<file path="src/logic/irdc_pkg.sv">
// constants for the isa resource decode and configuration block
package irdc_pkg;
  localparam logic [7:0] OFS_BOOT_MATCH_HI = 8'h40;
  localparam logic [7:0] OFS_BOOT_MATCH_LO = 8'h41;
  localparam logic [7:0] OFS_BOOT_WIDTH = 8'h42;
  localparam logic [7:0] OFS_BOOT_SIZE_HI = 8'h43;
  localparam logic [7:0] OFS_BOOT_SIZE_LO = 8'h44;
  localparam logic [7:0] OFS_SMEM_MATCH_HI = 8'h48;
  localparam logic [7:0] OFS_SMEM_MATCH_LO = 8'h49;
  localparam logic [7:0] OFS_SMEM_WIDTH = 8'h4a;
  localparam logic [7:0] OFS_SMEM_SIZE_HI = 8'h4b;
  localparam logic [7:0] OFS_SMEM_SIZE_LO = 8'h4c;
  localparam logic [7:0] OFS_IO_MATCH_HI = 8'h60;
  localparam logic [7:0] OFS_IO_MATCH_LO = 8'h61;
  localparam logic [7:0] OFS_VENDOR = 8'hf0;
  // vendor byte bit positions
  localparam int VB_IO_WIDE = 0;
  localparam int VB_EXT_IO = 1;
  localparam int VB_PAR_PROM = 2;
  localparam int VB_BOOT_EXT = 3;
  localparam int VB_FLASH = 4;
  localparam int VB_XCVR_POL = 5;
  localparam int VB_LEGACY = 6;
  localparam int WIDTH_BIT = 1;
  localparam int HI_FIELD_POS = 5;
  localparam logic [7:0] VENDOR_RST = 8'h00;
  localparam logic [7:0] WIDTH_RST = 8'h00;
  localparam logic [3:0] SIZE_RST = 4'h0;
  localparam logic [3:0] MATCH_RST = 4'h0;
  localparam logic [4:0] SMEM_MATCH_RST = 5'h00;
  // fixed bits returned in the high halves of split fields
  localparam logic [7:0] BOOT_HI_FIX = 8'h0c;
  localparam logic [7:0] SMEM_HI_FIX = 8'h0c;
  localparam logic [7:0] SIZE_HI_FIX = 8'hfe;
  localparam logic [7:0] IO_HI_FIX = 8'h02;
  // size encodings
  localparam logic [3:0] SZ_8K = 4'hf;
  localparam logic [3:0] SZ_16K = 4'he;
  localparam logic [3:0] SZ_32K = 4'hc;
  localparam logic [3:0] SZ_64K = 4'h8;
  localparam logic [7:0] KEY_STD = 8'h6a;
  localparam logic [7:0] KEY_ALT_DEF = 8'h6b;
  localparam logic [7:0] CSUM_GOOD = 8'hff;
  localparam logic [4:0] LAST_WORD = 5'h1b;
  localparam logic [4:0] VENDOR_WORD = 5'h1a;
  localparam logic [1:0] ADDR_WORDS = 2'h3;
  localparam logic [3:0] EE_DIV = 4'h7;
  typedef enum logic [1:0] {
    IRDC_IDLE = 2'b00,
    IRDC_LOAD = 2'b01,
    IRDC_GOOD = 2'b11,
    IRDC_BAD = 2'b10
  } irdc_state_e;
endpackage : irdc_pkg

</file>
<file path="src/logic/irdc_top.sv">
// isa resource decode, vendor options and eeprom load with checksum
`timescale 1ns/1ns
module irdc_top
  import irdc_pkg::*;
#(
  parameter logic [7:0] ALT_KEY = KEY_ALT_DEF
) (
  input wire logic clk,
  input wire logic rst,
  input wire logic cfgWrEn,
  input wire logic [7:0] cfgAddr,
  input wire logic [7:0] cfgWrData,
  output logic [7:0] cfgRdData,
  input wire logic keyValid,
  input wire logic [7:0] keyByte,
  output logic keyAccept,
  output logic relocMode,
  input wire logic busMasterMode,
  input wire logic sharedMemMode,
  input wire logic tpActive,
  input wire logic sleepMode,
  input wire logic [19:0] saBus,
  input wire logic memRdN,
  input wire logic baleIn,
  input wire logic aenIn,
  input wire logic ioRdN,
  input wire logic ioWrN,
  input wire logic eeDataIn,
  input wire logic eeShiftBusyIn,
  output logic eeClk,
  output logic eeShiftBusyOut,
  output logic eeShiftBusyOe,
  output logic [7:0] stationData,
  output logic stationPromSelN,
  output logic bootSelectOutN,
  output logic irq12Out,
  output logic memCs16N,
  output logic ioCs16N,
  output logic ioSelect,
  output logic xcvrEnableOut
);
  // ==========================================================
  // pin synchronisers
  logic [1:0] s0, s1, s2, s3, s4, s5, s6, s7, s8;
  logic [19:0] saM, saS;
  always_ff @(posedge clk or posedge rst) begin
    if (rst) begin
      s0 <= '0; s1 <= '1; s2 <= '0; s3 <= '1; s4 <= '0;
      s5 <= '1; s6 <= '1; s7 <= '0; s8 <= '0;
      saM <= '0; saS <= '0;
    end else begin
      s0 <= {s0[0], eeDataIn};
      s1 <= {s1[0], memRdN};
      s2 <= {s2[0], baleIn};
      s3 <= {s3[0], aenIn};
      s4 <= {s4[0], eeShiftBusyIn};
      s5 <= {s5[0], ioRdN};
      s6 <= {s6[0], ioWrN};
      s7 <= {s7[0], tpActive};
      s8 <= {s8[0], sleepMode};
      saM <= saBus;
      saS <= saM;
    end
  end
  wire eeD = s0[1];
  wire memRd = ~s1[1];
  wire bale = s2[1];
  wire aen = s3[1];
  wire shfPin = s4[1];
  wire ioRd = ~s5[1];
  wire tpS = s7[1];
  wire slpS = s8[1];

  // ==========================================================
  // configuration registers
  logic [3:0] bootMatch_q, bootSize_q, smemSize_q, ioMatch_q;
  logic [4:0] smemMatch_q;
  logic bootWide_q, smemWide_q;
  logic [7:0] vendor_q;
  logic eeWr;
  logic [4:0] eeWordIdx;
  logic [15:0] eeWord;
  always_ff @(posedge clk or posedge rst) begin
    if (rst) begin
      bootMatch_q <= MATCH_RST;
      bootSize_q <= SIZE_RST;
      smemSize_q <= SIZE_RST;
      ioMatch_q <= MATCH_RST;
      smemMatch_q <= SMEM_MATCH_RST;
      bootWide_q <= 1'b0;
      smemWide_q <= 1'b0;
      vendor_q <= VENDOR_RST;
    end else if (eeWr && eeWordIdx == VENDOR_WORD) begin
      vendor_q <= eeWord[7:0];
    end else if (cfgWrEn) begin
      case (cfgAddr)
        OFS_BOOT_MATCH_HI: bootMatch_q[3] <= cfgWrData[0];
        OFS_BOOT_MATCH_LO: bootMatch_q[2:0] <= cfgWrData[7:5];
        OFS_BOOT_WIDTH: bootWide_q <= cfgWrData[WIDTH_BIT];
        OFS_BOOT_SIZE_HI: bootSize_q[3] <= cfgWrData[0];
        OFS_BOOT_SIZE_LO: bootSize_q[2:0] <= cfgWrData[7:5];
        OFS_SMEM_MATCH_HI: smemMatch_q[4:3] <= cfgWrData[1:0];
        OFS_SMEM_MATCH_LO: smemMatch_q[2:0] <= cfgWrData[7:5];
        OFS_SMEM_WIDTH: smemWide_q <= cfgWrData[WIDTH_BIT];
        OFS_SMEM_SIZE_HI: smemSize_q[3] <= cfgWrData[0];
        OFS_SMEM_SIZE_LO: smemSize_q[2:0] <= cfgWrData[7:5];
        OFS_IO_MATCH_HI: ioMatch_q[3] <= cfgWrData[0];
        OFS_IO_MATCH_LO: ioMatch_q[2:0] <= cfgWrData[7:5];
        OFS_VENDOR: vendor_q <= cfgWrData;
        default: ;
      endcase
    end
  end

  always_ff @(posedge clk or posedge rst) begin
    if (rst) cfgRdData <= '0;
    else begin
      case (cfgAddr)
        OFS_BOOT_MATCH_HI: cfgRdData <= BOOT_HI_FIX | {7'h00, bootMatch_q[3]};
        OFS_BOOT_MATCH_LO: cfgRdData <= {bootMatch_q[2:0], 5'h00};
        OFS_BOOT_WIDTH: cfgRdData <= {6'h00, bootWide_q, 1'b0};
        OFS_BOOT_SIZE_HI: cfgRdData <= SIZE_HI_FIX | {7'h00, bootSize_q[3]};
        OFS_BOOT_SIZE_LO: cfgRdData <= {bootSize_q[2:0], 5'h00};
        OFS_SMEM_MATCH_HI:
          cfgRdData <= SMEM_HI_FIX | {6'h00, smemMatch_q[4:3]};
        OFS_SMEM_MATCH_LO: cfgRdData <= {smemMatch_q[2:0], 5'h00};
        OFS_SMEM_WIDTH: cfgRdData <= {6'h00, smemWide_q, 1'b0};
        OFS_SMEM_SIZE_HI: cfgRdData <= SIZE_HI_FIX | {7'h00, smemSize_q[3]};
        OFS_SMEM_SIZE_LO: cfgRdData <= {smemSize_q[2:0], 5'h00};
        OFS_IO_MATCH_HI: cfgRdData <= IO_HI_FIX | {7'h00, ioMatch_q[3]};
        OFS_IO_MATCH_LO: cfgRdData <= {ioMatch_q[2:0], 5'h00};
        OFS_VENDOR: cfgRdData <= {1'b0, vendor_q[6:0]};
        default: cfgRdData <= '0;
      endcase
    end
  end

  // ==========================================================
  // memory decode
  function automatic logic [3:0] size_mask(input logic [3:0] sz);
    logic [3:0] m;
    m = 4'h0;
    case (sz)
      SZ_8K: m = 4'hf;
      SZ_16K: m = 4'he;
      SZ_32K: m = 4'hc;
      SZ_64K: m = 4'h8;
      default: m = 4'h0;
    endcase
    return m;
  endfunction : size_mask
  function automatic logic size_ok(input logic [3:0] sz);
    return sz[3] && (sz == SZ_8K || sz == SZ_16K || sz == SZ_32K ||
      sz == SZ_64K);
  endfunction : size_ok

  wire [3:0] bMask = size_mask(bootSize_q);
  wire bootSized = size_ok(bootSize_q);
  wire [3:0] bCmp = vendor_q[VB_BOOT_EXT] ?
    {1'b0, bootMatch_q[2:0] ^ saS[15:13]} :
    bootMatch_q ^ saS[16:13];
  // external select: BALE low stands in for bits above 15
  wire bootHigh = vendor_q[VB_BOOT_EXT] ? ~bale :
    (saS[19:17] == 3'b110);
  wire bootHit = memRd && bootSized && bootHigh &&
    ((bCmp & bMask) == 4'h0);

  wire smemActive = sharedMemMode && !busMasterMode;
  wire [3:0] sMask = size_mask(smemSize_q);
  wire [2:0] sCmp = smemMatch_q[2:0] ^ saS[15:13];
  wire smemHit = smemActive && size_ok(smemSize_q) &&
    (saS[19:18] == 2'b11) && (smemMatch_q[4:3] == saS[17:16]) &&
    ((sCmp & sMask[2:0]) == 3'h0);

  // ==========================================================
  // io decode
  wire ioBase = vendor_q[VB_EXT_IO] ? ~aen :
    (!aen && saS[9] && (saS[8:5] == ioMatch_q));
  wire stationSpace = ioBase && (saS[4] == 1'b0);

  // ==========================================================
  // eeprom load
  irdc_state_e state_q;
  logic [3:0] div_q;
  logic [3:0] bit_q;
  logic [15:0] shift_q;
  logic [7:0] sum_q;
  logic loadGood_q;
  logic [7:0] station_q [6];
  wire tick = (div_q == EE_DIV);
  always_ff @(posedge clk or posedge rst) begin
    if (rst) div_q <= '0;
    else div_q <= tick ? 4'h0 : 4'(div_q + 4'h1);
  end
  assign eeWr = tick && state_q == IRDC_LOAD && bit_q == 4'hf;
  assign eeWord = {shift_q[14:0], eeD};
  always_ff @(posedge clk or posedge rst) begin
    if (rst) begin
      state_q <= IRDC_IDLE;
      bit_q <= '0;
      eeWordIdx <= '0;
      shift_q <= '0;
      sum_q <= '0;
      loadGood_q <= 1'b0;
    end else begin
      case (state_q)
        IRDC_IDLE: if (tick) state_q <= shfPin ? IRDC_LOAD : IRDC_BAD;
        IRDC_LOAD: if (tick) begin
          shift_q <= eeWord;
          bit_q <= 4'(bit_q + 4'h1);
          if (bit_q == 4'hf) begin
            sum_q <= 8'(sum_q + eeWord[7:0] + eeWord[15:8]);
            eeWordIdx <= 5'(eeWordIdx + 5'h1);
            if (eeWordIdx == LAST_WORD) begin
              if (8'(sum_q + eeWord[7:0] + eeWord[15:8]) == CSUM_GOOD) begin
                state_q <= IRDC_GOOD;
                loadGood_q <= 1'b1;
              end else state_q <= IRDC_BAD;
            end
          end
        end
        IRDC_GOOD: ;
        IRDC_BAD: ;
        default: state_q <= IRDC_IDLE;
      endcase
    end
  end
  always_ff @(posedge clk) begin
    if (eeWr && eeWordIdx < {3'h0, ADDR_WORDS}) begin
      station_q[{eeWordIdx[1:0], 1'b0}] <= eeWord[7:0];
      station_q[{eeWordIdx[1:0], 1'b1}] <= eeWord[15:8];
    end
  end

  // ==========================================================
  // outputs
  always_ff @(posedge clk or posedge rst) begin
    if (rst) begin
      eeClk <= 1'b0;
      eeShiftBusyOut <= 1'b1;
      // pin released so a fitted memory's pull-up can be sensed
      eeShiftBusyOe <= 1'b0;
      relocMode <= 1'b0;
      keyAccept <= 1'b0;
      stationData <= '0;
      stationPromSelN <= 1'b1;
      bootSelectOutN <= 1'b1;
      irq12Out <= 1'b1;
      memCs16N <= 1'b1;
      ioCs16N <= 1'b1;
      ioSelect <= 1'b0;
      xcvrEnableOut <= 1'b1;
    end else begin
      eeClk <= (state_q == IRDC_LOAD) && div_q[3 - 1];
      eeShiftBusyOut <= (state_q != IRDC_GOOD);
      // driven only once the pin level has been sampled
      eeShiftBusyOe <= (state_q != IRDC_IDLE);
      relocMode <= (state_q == IRDC_BAD);
      if (vendor_q[VB_LEGACY])
        keyAccept <= keyValid && keyByte == ALT_KEY;
      else
        keyAccept <= keyValid &&
          (keyByte == (loadGood_q ? KEY_STD : ALT_KEY));
      stationPromSelN <=
        ~(vendor_q[VB_PAR_PROM] && stationSpace && ioRd);
      stationData <= vendor_q[VB_PAR_PROM] ? 8'h00 :
        station_q[3'(saS[2:0] % 6)];
      ioSelect <= ioBase && (ioRd || !s6[1]);
      ioCs16N <= ~(ioBase && vendor_q[VB_IO_WIDE]);
      memCs16N <= ~((bootHit && bootWide_q && !busMasterMode) ||
        (smemHit && smemWide_q));
      if (vendor_q[VB_FLASH] && busMasterMode) begin
        bootSelectOutN <= ~(bootHit && memRd);
        irq12Out <= ~(bootHit && !s6[1]);
      end else if (vendor_q[VB_FLASH] && smemActive) begin
        bootSelectOutN <= ~bootHit;
        irq12Out <= ~smemHit;
      end else begin
        bootSelectOutN <= ~bootHit;
        irq12Out <= 1'b1;
      end
      xcvrEnableOut <= ((tpS || slpS) ^ vendor_q[VB_XCVR_POL]);
    end
  end

  // ==========================================================
  // checks
  legacy_key_a: assert property (@(posedge clk) disable iff (rst)
    vendor_q[VB_LEGACY] && keyValid && keyByte == KEY_STD
    && ALT_KEY != KEY_STD |=> !keyAccept)
    else $error("standard key accepted in legacy mode");
  busy_bad_a: assert property (@(posedge clk) disable iff (rst)
    state_q == IRDC_BAD |=> eeShiftBusyOut)
    else $error("shift busy low after bad sum");
  busy_good_a: assert property (@(posedge clk) disable iff (rst)
    state_q == IRDC_GOOD |=> !eeShiftBusyOut)
    else $error("shift busy high after good sum");
  master_narrow_a: assert property (@(posedge clk) disable iff (rst)
    busMasterMode && $stable(busMasterMode) && !smemHit |=> memCs16N)
    else $error("wide boot cycle in master mode");
  io_wide_a: assert property (@(posedge clk) disable iff (rst)
    !vendor_q[VB_IO_WIDE] && $stable(vendor_q) |=> ioCs16N)
    else $error("io 16 select without width bit");
  xcvr_pol_a: assert property (@(posedge clk) disable iff (rst)
    1'b1 |=> xcvrEnableOut == (($past(tpS) || $past(slpS)) ^
    $past(vendor_q[VB_XCVR_POL])))
    else $error("transceiver enable wrong polarity");
  no_size_a: assert property (@(posedge clk) disable iff (rst)
    !bootSize_q[3] |-> !bootHit)
    else $error("boot hit with no prom size");
  smem_off_a: assert property (@(posedge clk) disable iff (rst)
    busMasterMode |-> !smemHit)
    else $error("shared memory hit in master mode");
  busy_sense_a: assert property (@(posedge clk) disable iff (rst)
    state_q == IRDC_IDLE |=> !eeShiftBusyOe)
    else $error("shift busy driven while sensing the pin");
  reloc_bad_a: assert property (@(posedge clk) disable iff (rst)
    state_q == IRDC_BAD |=> relocMode)
    else $error("relocatable mode missing after failed load");
  boot_ext_a: assert property (@(posedge clk) disable iff (rst)
    vendor_q[VB_BOOT_EXT] && bale |=> bootSelectOutN)
    else $error("boot select with external select high");
  io_ext_a: assert property (@(posedge clk) disable iff (rst)
    vendor_q[VB_EXT_IO] && aen |=> !ioSelect)
    else $error("io select with external select high");
  flash_ram_a: assert property (@(posedge clk) disable iff (rst)
    vendor_q[VB_FLASH] && smemActive |=> irq12Out == !$past(smemHit))
    else $error("static ram select wrong with flash in shared mode");
  good_cv: cover property (@(posedge clk) state_q == IRDC_GOOD);
  bad_cv: cover property (@(posedge clk) state_q == IRDC_BAD);
  boot_cv: cover property (@(posedge clk) bootHit);
  flash_cv: cover property (@(posedge clk) vendor_q[VB_FLASH] && !irq12Out);
endmodule : irdc_top

</file>
<file path="config.mk">
export PLATFORM = sky130hd
export DESIGN_NAME = irdc_top
export DESIGN_NICKNAME = d
export VERILOG_FILES = /design/src/logic/irdc_pkg.sv /design/src/logic/irdc_top.sv
export SDC_FILE = /design/constraint.sdc
export NUM_CORES = 1
export LEC_CHECK = 0
export ABC_AREA = 0
export BUFFER_PORTS_ARGS = -buffer_cell sky130_fd_sc_hd__buf_2
export CAP_MARGIN = 10
export CELL_PAD_IN_SITES_DETAIL_PLACEMENT = 1
export CELL_PAD_IN_SITES_GLOBAL_PLACEMENT = 1
export CORE_MARGIN = 5
export CORE_UTILIZATION = 44
export DETAILED_ROUTE_END_ITERATION = 6
export HOLD_SLACK_MARGIN = 0.02
export PLACE_DENSITY_LB_ADDON = 0.1
export RECOVER_POWER = 100
export SLEW_MARGIN = 20
export SYNTH_ARGS = -nofsm -noshare
export SYNTH_HDL_FRONTEND = slang
export SYNTH_SLANG_ARGS = --single-unit
</file>
<file path="constraint.sdc">
create_clock -name clk -period 5.2 [get_ports clk]
set_input_delay 1.04 -clock clk [delete_from_list [all_inputs] [get_ports clk]]
set_output_delay 1.04 -clock clk [all_outputs]
set_load 0.01 [all_outputs]
</file>
=== Yosys cells after proc, flatten, opt, wreduce, memory -nomap -nowiden ===
Memories as Yosys holds them, arrays and structs flattened.
Cells that the tools add are included.

* Register bits after elaboration: 155
* Memories kept: 1
* Input bits: 59
* Bits in writable memories: 48
* Logic and storage cells: 203

{| class="wikitable"
|+ Memory list
! memory !! depth !! bits a word !! read ports !! clocked after memory_dff !! wr ports !! line !! RTL
|-
| station_q || 6 || 8 || 1 || 0 || 2 || irdc_top.sv:189 || <nowiki>logic [7:0] station_q [6];</nowiki>
|}

* Muxes and demuxes: 25
* Div/mod/pow operators: 1
* Reductions and logical operators: 67
* Add/subtract/negate cells: 5
* Equality and inequality tests: 39
* Bitwise logic cells: 19
* Magnitude comparators: 1

{| class="wikitable"
|+ Operator list
! kind !! count
|-
| 8-bit by 7-bit == test with 1-bit output, second input constant || 13
|-
| 8-bit case mux with 13 select lines || 1
|-
| 3-bit AND reduction || 13
|-
| 4-bit == test, second input constant || 9
|-
| 3-bit by 3-bit remainder unit with 32-bit output, second input constant || 1
|-
| 1-bit logical AND || 31
|-
| 7-bit 2-to-1 mux || 3
|-
| 8-bit adder || 2
|-
| 8-bit == test, second input constant || 2
|-
| 4-bit case mux with 4 select lines || 1
|-
| 1-bit inverter || 13
|-
| 3-bit case mux with 4 select lines || 1
|-
| 5-bit == test, second input constant || 2
|-
| 1-bit 2-to-1 mux || 10
|-
| 2-bit 2-to-1 mux || 5
|-
| 2-bit inequality test, second input constant || 5
|-
| 5-bit AND reduction || 2
|-
| 1-bit logical OR || 9
|-
| 4-bit by 1-bit adder with 4-bit output, second input constant || 2
|-
| 8-bit by 7-bit == test with 1-bit output || 1
|-
| 4-bit 2-to-1 mux || 2
|-
| 8-bit 2-to-1 mux || 1
|-
| 2-bit nonzero test || 4
|-
| 3-bit XOR || 2
|-
| other kinds (18) || 22
|}

=== Longest topological paths before layout ===
* Word-level depth: 12
* Depth in mapped cells: 8
* Depth with buffers taken out: 8

=== Worst setup path after synthesis ===
Ideal clock, no wire load.

* Kind: input -> register
* Start: in cfgAddr[3]
* End: reg ioMatch_q[0]
* Data required time: 5.075 ns
* Setup time: 0.125 ns
* Cell stages on the path: 5
* Slack: 2.661 ns
* Data arrival time: 2.414 ns
* Cell sequence: buf_2 -> nand4bb_1 -> nor4_1 -> and3_4 -> mux2_4

* Word-level cells in the longest chain between the ends: 2

{| class="wikitable"
|+ RTL lines
! what !! line !! RTL
|-
| start, declared || irdc_top.sv:11 || <nowiki>input wire logic [7:0] cfgAddr,</nowiki>
|-
| 8-bit by 7-bit == test with 1-bit output || irdc_top.sv:96 || <nowiki>case (cfgAddr)</nowiki>
|-
| 3-bit AND reduction (no source line) || - ||
|-
| end signal, assigned || irdc_top.sv:108 || <nowiki>OFS_IO_MATCH_LO: ioMatch_q[2:0] <= cfgWrData[7:5];</nowiki>
|-
| end, declared || irdc_top.sv:76 || <nowiki>logic [3:0] bootMatch_q, bootSize_q, smemSize_q, ioMatch_q;</nowiki>
|}

Every way passes these cells.
A chain may end at the register's enable or synchronous reset.

==> flow_metrics.py <==
metrics = {
    "yosys": {
        "ys_seq_area_share_pct": 64.4,
        "yosysUniqueCellTypes": 62,
        "synth_xor_area_share_pct": 3.19,
        "synth_top_family_by_area": "multiplexers",
        "synthFlopType": "dfrtp_1",
        "ys_seq_elements": 195,
        "synth_compound_area_share_pct": 4.94,
        "async_reset_ff_share_pct": 75.4,
        "synthAdderAreaFrac_pct": 3.89,
        "synthCells": 544,
        "synth-edff-count": 48,
        "synthSimpleGateAreaFrac_pct": 10.2,
        "syn_nets": 623,
        "syn_avg_cell_area_um2": 14.7,
        "syn_area_um2": 7970,
        "muxShareOfSynthArea_pct": 12.0,
        "yosysWarnings": 0,
    },
    "placement": {
        "io_buffers": 82,
        "gp_congestion": 0.871,
        "dpl.hpwl_mm": 12.3,
    },
    "critical_path": {
        "cp_max_fo": 57,
        "setup.worst_path.end_class": "async pin",
        "worstPathCellList": "buf_2, clkinvlp_2, clkbuf_2",
        "slowest_delay_ps": 1490,
        "worstSetupPathType": "primary input to async pin",
        "path_delay_family": "buffers and inverters",
        "cp_slowest_cell": "clkinvlp_2",
        "startpoint_type": "primary input",
        "critPathBufInv": 3,
        "worst_ep_required_time_ps": 5550,
        "cp.arrival_ps": 3790,
    },
    "final_layout": {
        "regArea_um2": 5140,
        "antenna_cells": 0,
        "finish.utilization_pct": 50.9,
        "finalNetCount": 710,
        "final_layout_size_suffix_gt1_share_pct": 24.2,
        "synthToLayoutAreaGrowth_pct": 14.2,
        "fill_cells": 1820,
        "multi_input_area_um2": 2670,
    },
    "clock_network": {
        "cts_hold_buffers": 0,
        "cts.clk_slew.worst_paths_ps": 70,
        "postCtsSetupBuffers": 0,
        "cts_tree": "built",
        "clk_latency_ps": 430,
        "cts_root_buffer": "clkbuf_16",
        "clk_path_buf_depth": 2,
        "clock-sinks": 195,
        "cts_buffers": 17,
        "ctsResizeCount": 0,
        "h-tree-depth": 4,
    },
    "worst_hold_path": {
        "min_path_type": "register to register",
    },
    "floorplan": {
        "core_area_um2": 17900,
        "boundaryPins": 87,
        "fp.dieArea_um2": 20900,
        "fp.dieH_um": 145,
        "initial_core_util_pct": 44.5,
        "rows": 49,
        "die_w_um": 145,
    },
    "global_route": {
        "grt_max_degree": 58,
        "grt_overflow": 0,
        "grt_first_pass_wirelength_mm": 28.1,
        "antenna_found_initial": 0,
        "grt_pass1_vias": 5246,
        "grt.total_usage_pct": 17.6,
    },
    "sta": {
        "slew_headroom_pct": -77.8,
        "finalSetupTns_ps": 0,
        "rsz0062_at_grt": "false",
        "worst_slew_pin_slew_ps": 2650,
        "fin_skew_ps": 8.60,
        "fin_crit_ps": 3440,
        "hold_viol": 0,
        "setup_viol": 0,
        "clock.fmax_ghz": 0.291,
        "fin_crit_sh_pct": 66.1,
        "slew_violations": 58,
    },
    "route": {
        "viasPerCell": 5.41,
        "drt_iter0_drc": 190,
        "routedWlPerCell_um": 19.7,
        "topRoutingLayerUsed": "met4",
        "dr.pass1.iters": 4,
        "wl_met1_mm": 8.04,
        "drt_wl_total_mm": 17.2,
        "wl_met3_um": 568,
        "met2_length_mm": 8.34,
        "vias": 4722,
        "ant_nets": 0,
        "drc": 0,
    },
    "pwr": {
        "pwr-share-clk_pct": 41.7,
        "p_total_mw": 3.12,
        "p_leak_nw": 3.86,
        "p_int_mw": 2.37,
        "switchingPower_mw": 0.747,
        "p_sw_share_pct": 23.9,
        "ir_drop_v": 0.000242,
        "p_comb_share_pct": 4.8,
        "power.share.sequential_pct": 53.5,
        "power_density_nw_per_um2": 343,
    },
    "outcome": {
        "violations": "capacitance limit, slew limit",
        "outcome": "finished, violations left",
    },
    "flow_run": {
        "maxCapViolCount": 1,
    },
}
layout by cell type (no fill, tap or decap), types with 12 or more instances in the layout:
cell type | netlist | layout
dfrtp_1 | 132 | 132
mux2i_1 | 16 | 16
mux4_2 | 15 | 15
edfxtp_1 | 48 | 48
a21oi_1 | 13 | 13
ha_1 | 12 | 12
nand2_1 | 38 | 40
dfstp_2 | 15 | 15
clkbuf_16 | 0 | 17
mux2_2 | 37 | 34
clkbuf_1 | 10 | 33
buf_2 | 4 | 50
xnor2_1 | 18 | 18
nor2_1 | 33 | 33
worst reg2reg max path: stages (launching register included):
cell and delay, ps:
dfrtp_1 380, ha_1 240, and3b_1 250, nand4_1 520
nor3_1 450, and2_0 1010
cells by family after synthesis:
group,count (synthesis)
DFF,195
and+or+nand+nor,146
muxes,71
AOI/OAI and AO/OA,58
xor gates and xnor gates,29
buffers and inverters,25
adders and majority gates,20
power groups by stage:
stage                     clock network, mW  logic, mW  registers (mW)
after CTS                              1.34      0.159            1.67
final                                  1.30      0.149            1.67
after global placement                    0      0.151            1.70
after floorplan                           0      0.103            1.68
after detailed placement                  0      0.157            1.70
after global routing                   1.40      0.169            1.68
flip-flops by register name (all words and copies together), names as in the netlist, 4 cells and up:
register     count
vendor_q         7
cfgRdData        8
saM             16
eeWordIdx        5
smemSize_q       4
shift_q         15
stationData      8
smemMatch_q      5
bootMatch_q      4
sum_q            8
ioMatch_q        4
bootSize_q       4
bit_q            4
saS             16
div_q            4
station_q       48
metrics by stage:
step / std cells / cell area (µm²) / setup WS, ps / hold WS, ps
6_report: 873 / 9100 / 1760 / 349
5_1_grt: 873 / 9100 / 1110 / 357
4_1_cts: 873 / 9220 / 2150 / 352
3_5_place_dp: 841 / 8620 / 2160 / 336
3_3_place_gp: 841 / 8620 / 2190 / 334
2_1_floorplan: 544 / 7970 / 233 / 331
worst paths after layout:
check	from	end	slack, ps	cells after the start
setup / recovery	rst	saS[1]	1760	3
hold / removal	s2[0]	s2[1]	350	0
setup reg to reg	div_q[0]	station_q[2][7]	1950	5
hold reg to reg	s2[0]	s2[1]	350	0
max in group clk	div_q[0]	station_q[2][7]	1950	5
min in group asynchronous	rst	saM[14]	1350	2
layer usage:
metal | track usage, % | up-vias
met3 | 3.70 | 15
met2 | 28.6 | 77
met4 | 4.47 | 0
met1 | 24.2 | 2476
met5 | 0 | -
li1 | - | 2154
Yosys cell counts (11+ instances only):
cell	number	area (µm²)
a21oi_1	13	65.1
dfrtp_1	132	3300
dfstp_2	15	394
edfxtp_1	48	1440
ha_1	12	150
mux2_2	37	417
mux2i_1	16	160
mux4_2	15	338
nand2_1	38	143
nor2_1	33	124
nor3_1	11	55.1
xnor2_1	18	158
xor2_1	11	96.3
cell type report:
| class | instances | share of cell area (%) |
|---|---|---|
| repair buffers | 85 | 4.22 |
| well taps | 229 | 3.15 |
| clock buffers | 17 | 4.67 |
| clock inverters | 15 | 1.86 |
| inverters | 8 | 0.344 |
| multi-input cells | 324 | 29.3 |
| flip-flops and latches | 195 | 56.4 |
No activity file was read; power rests on OpenSTA's default activity.
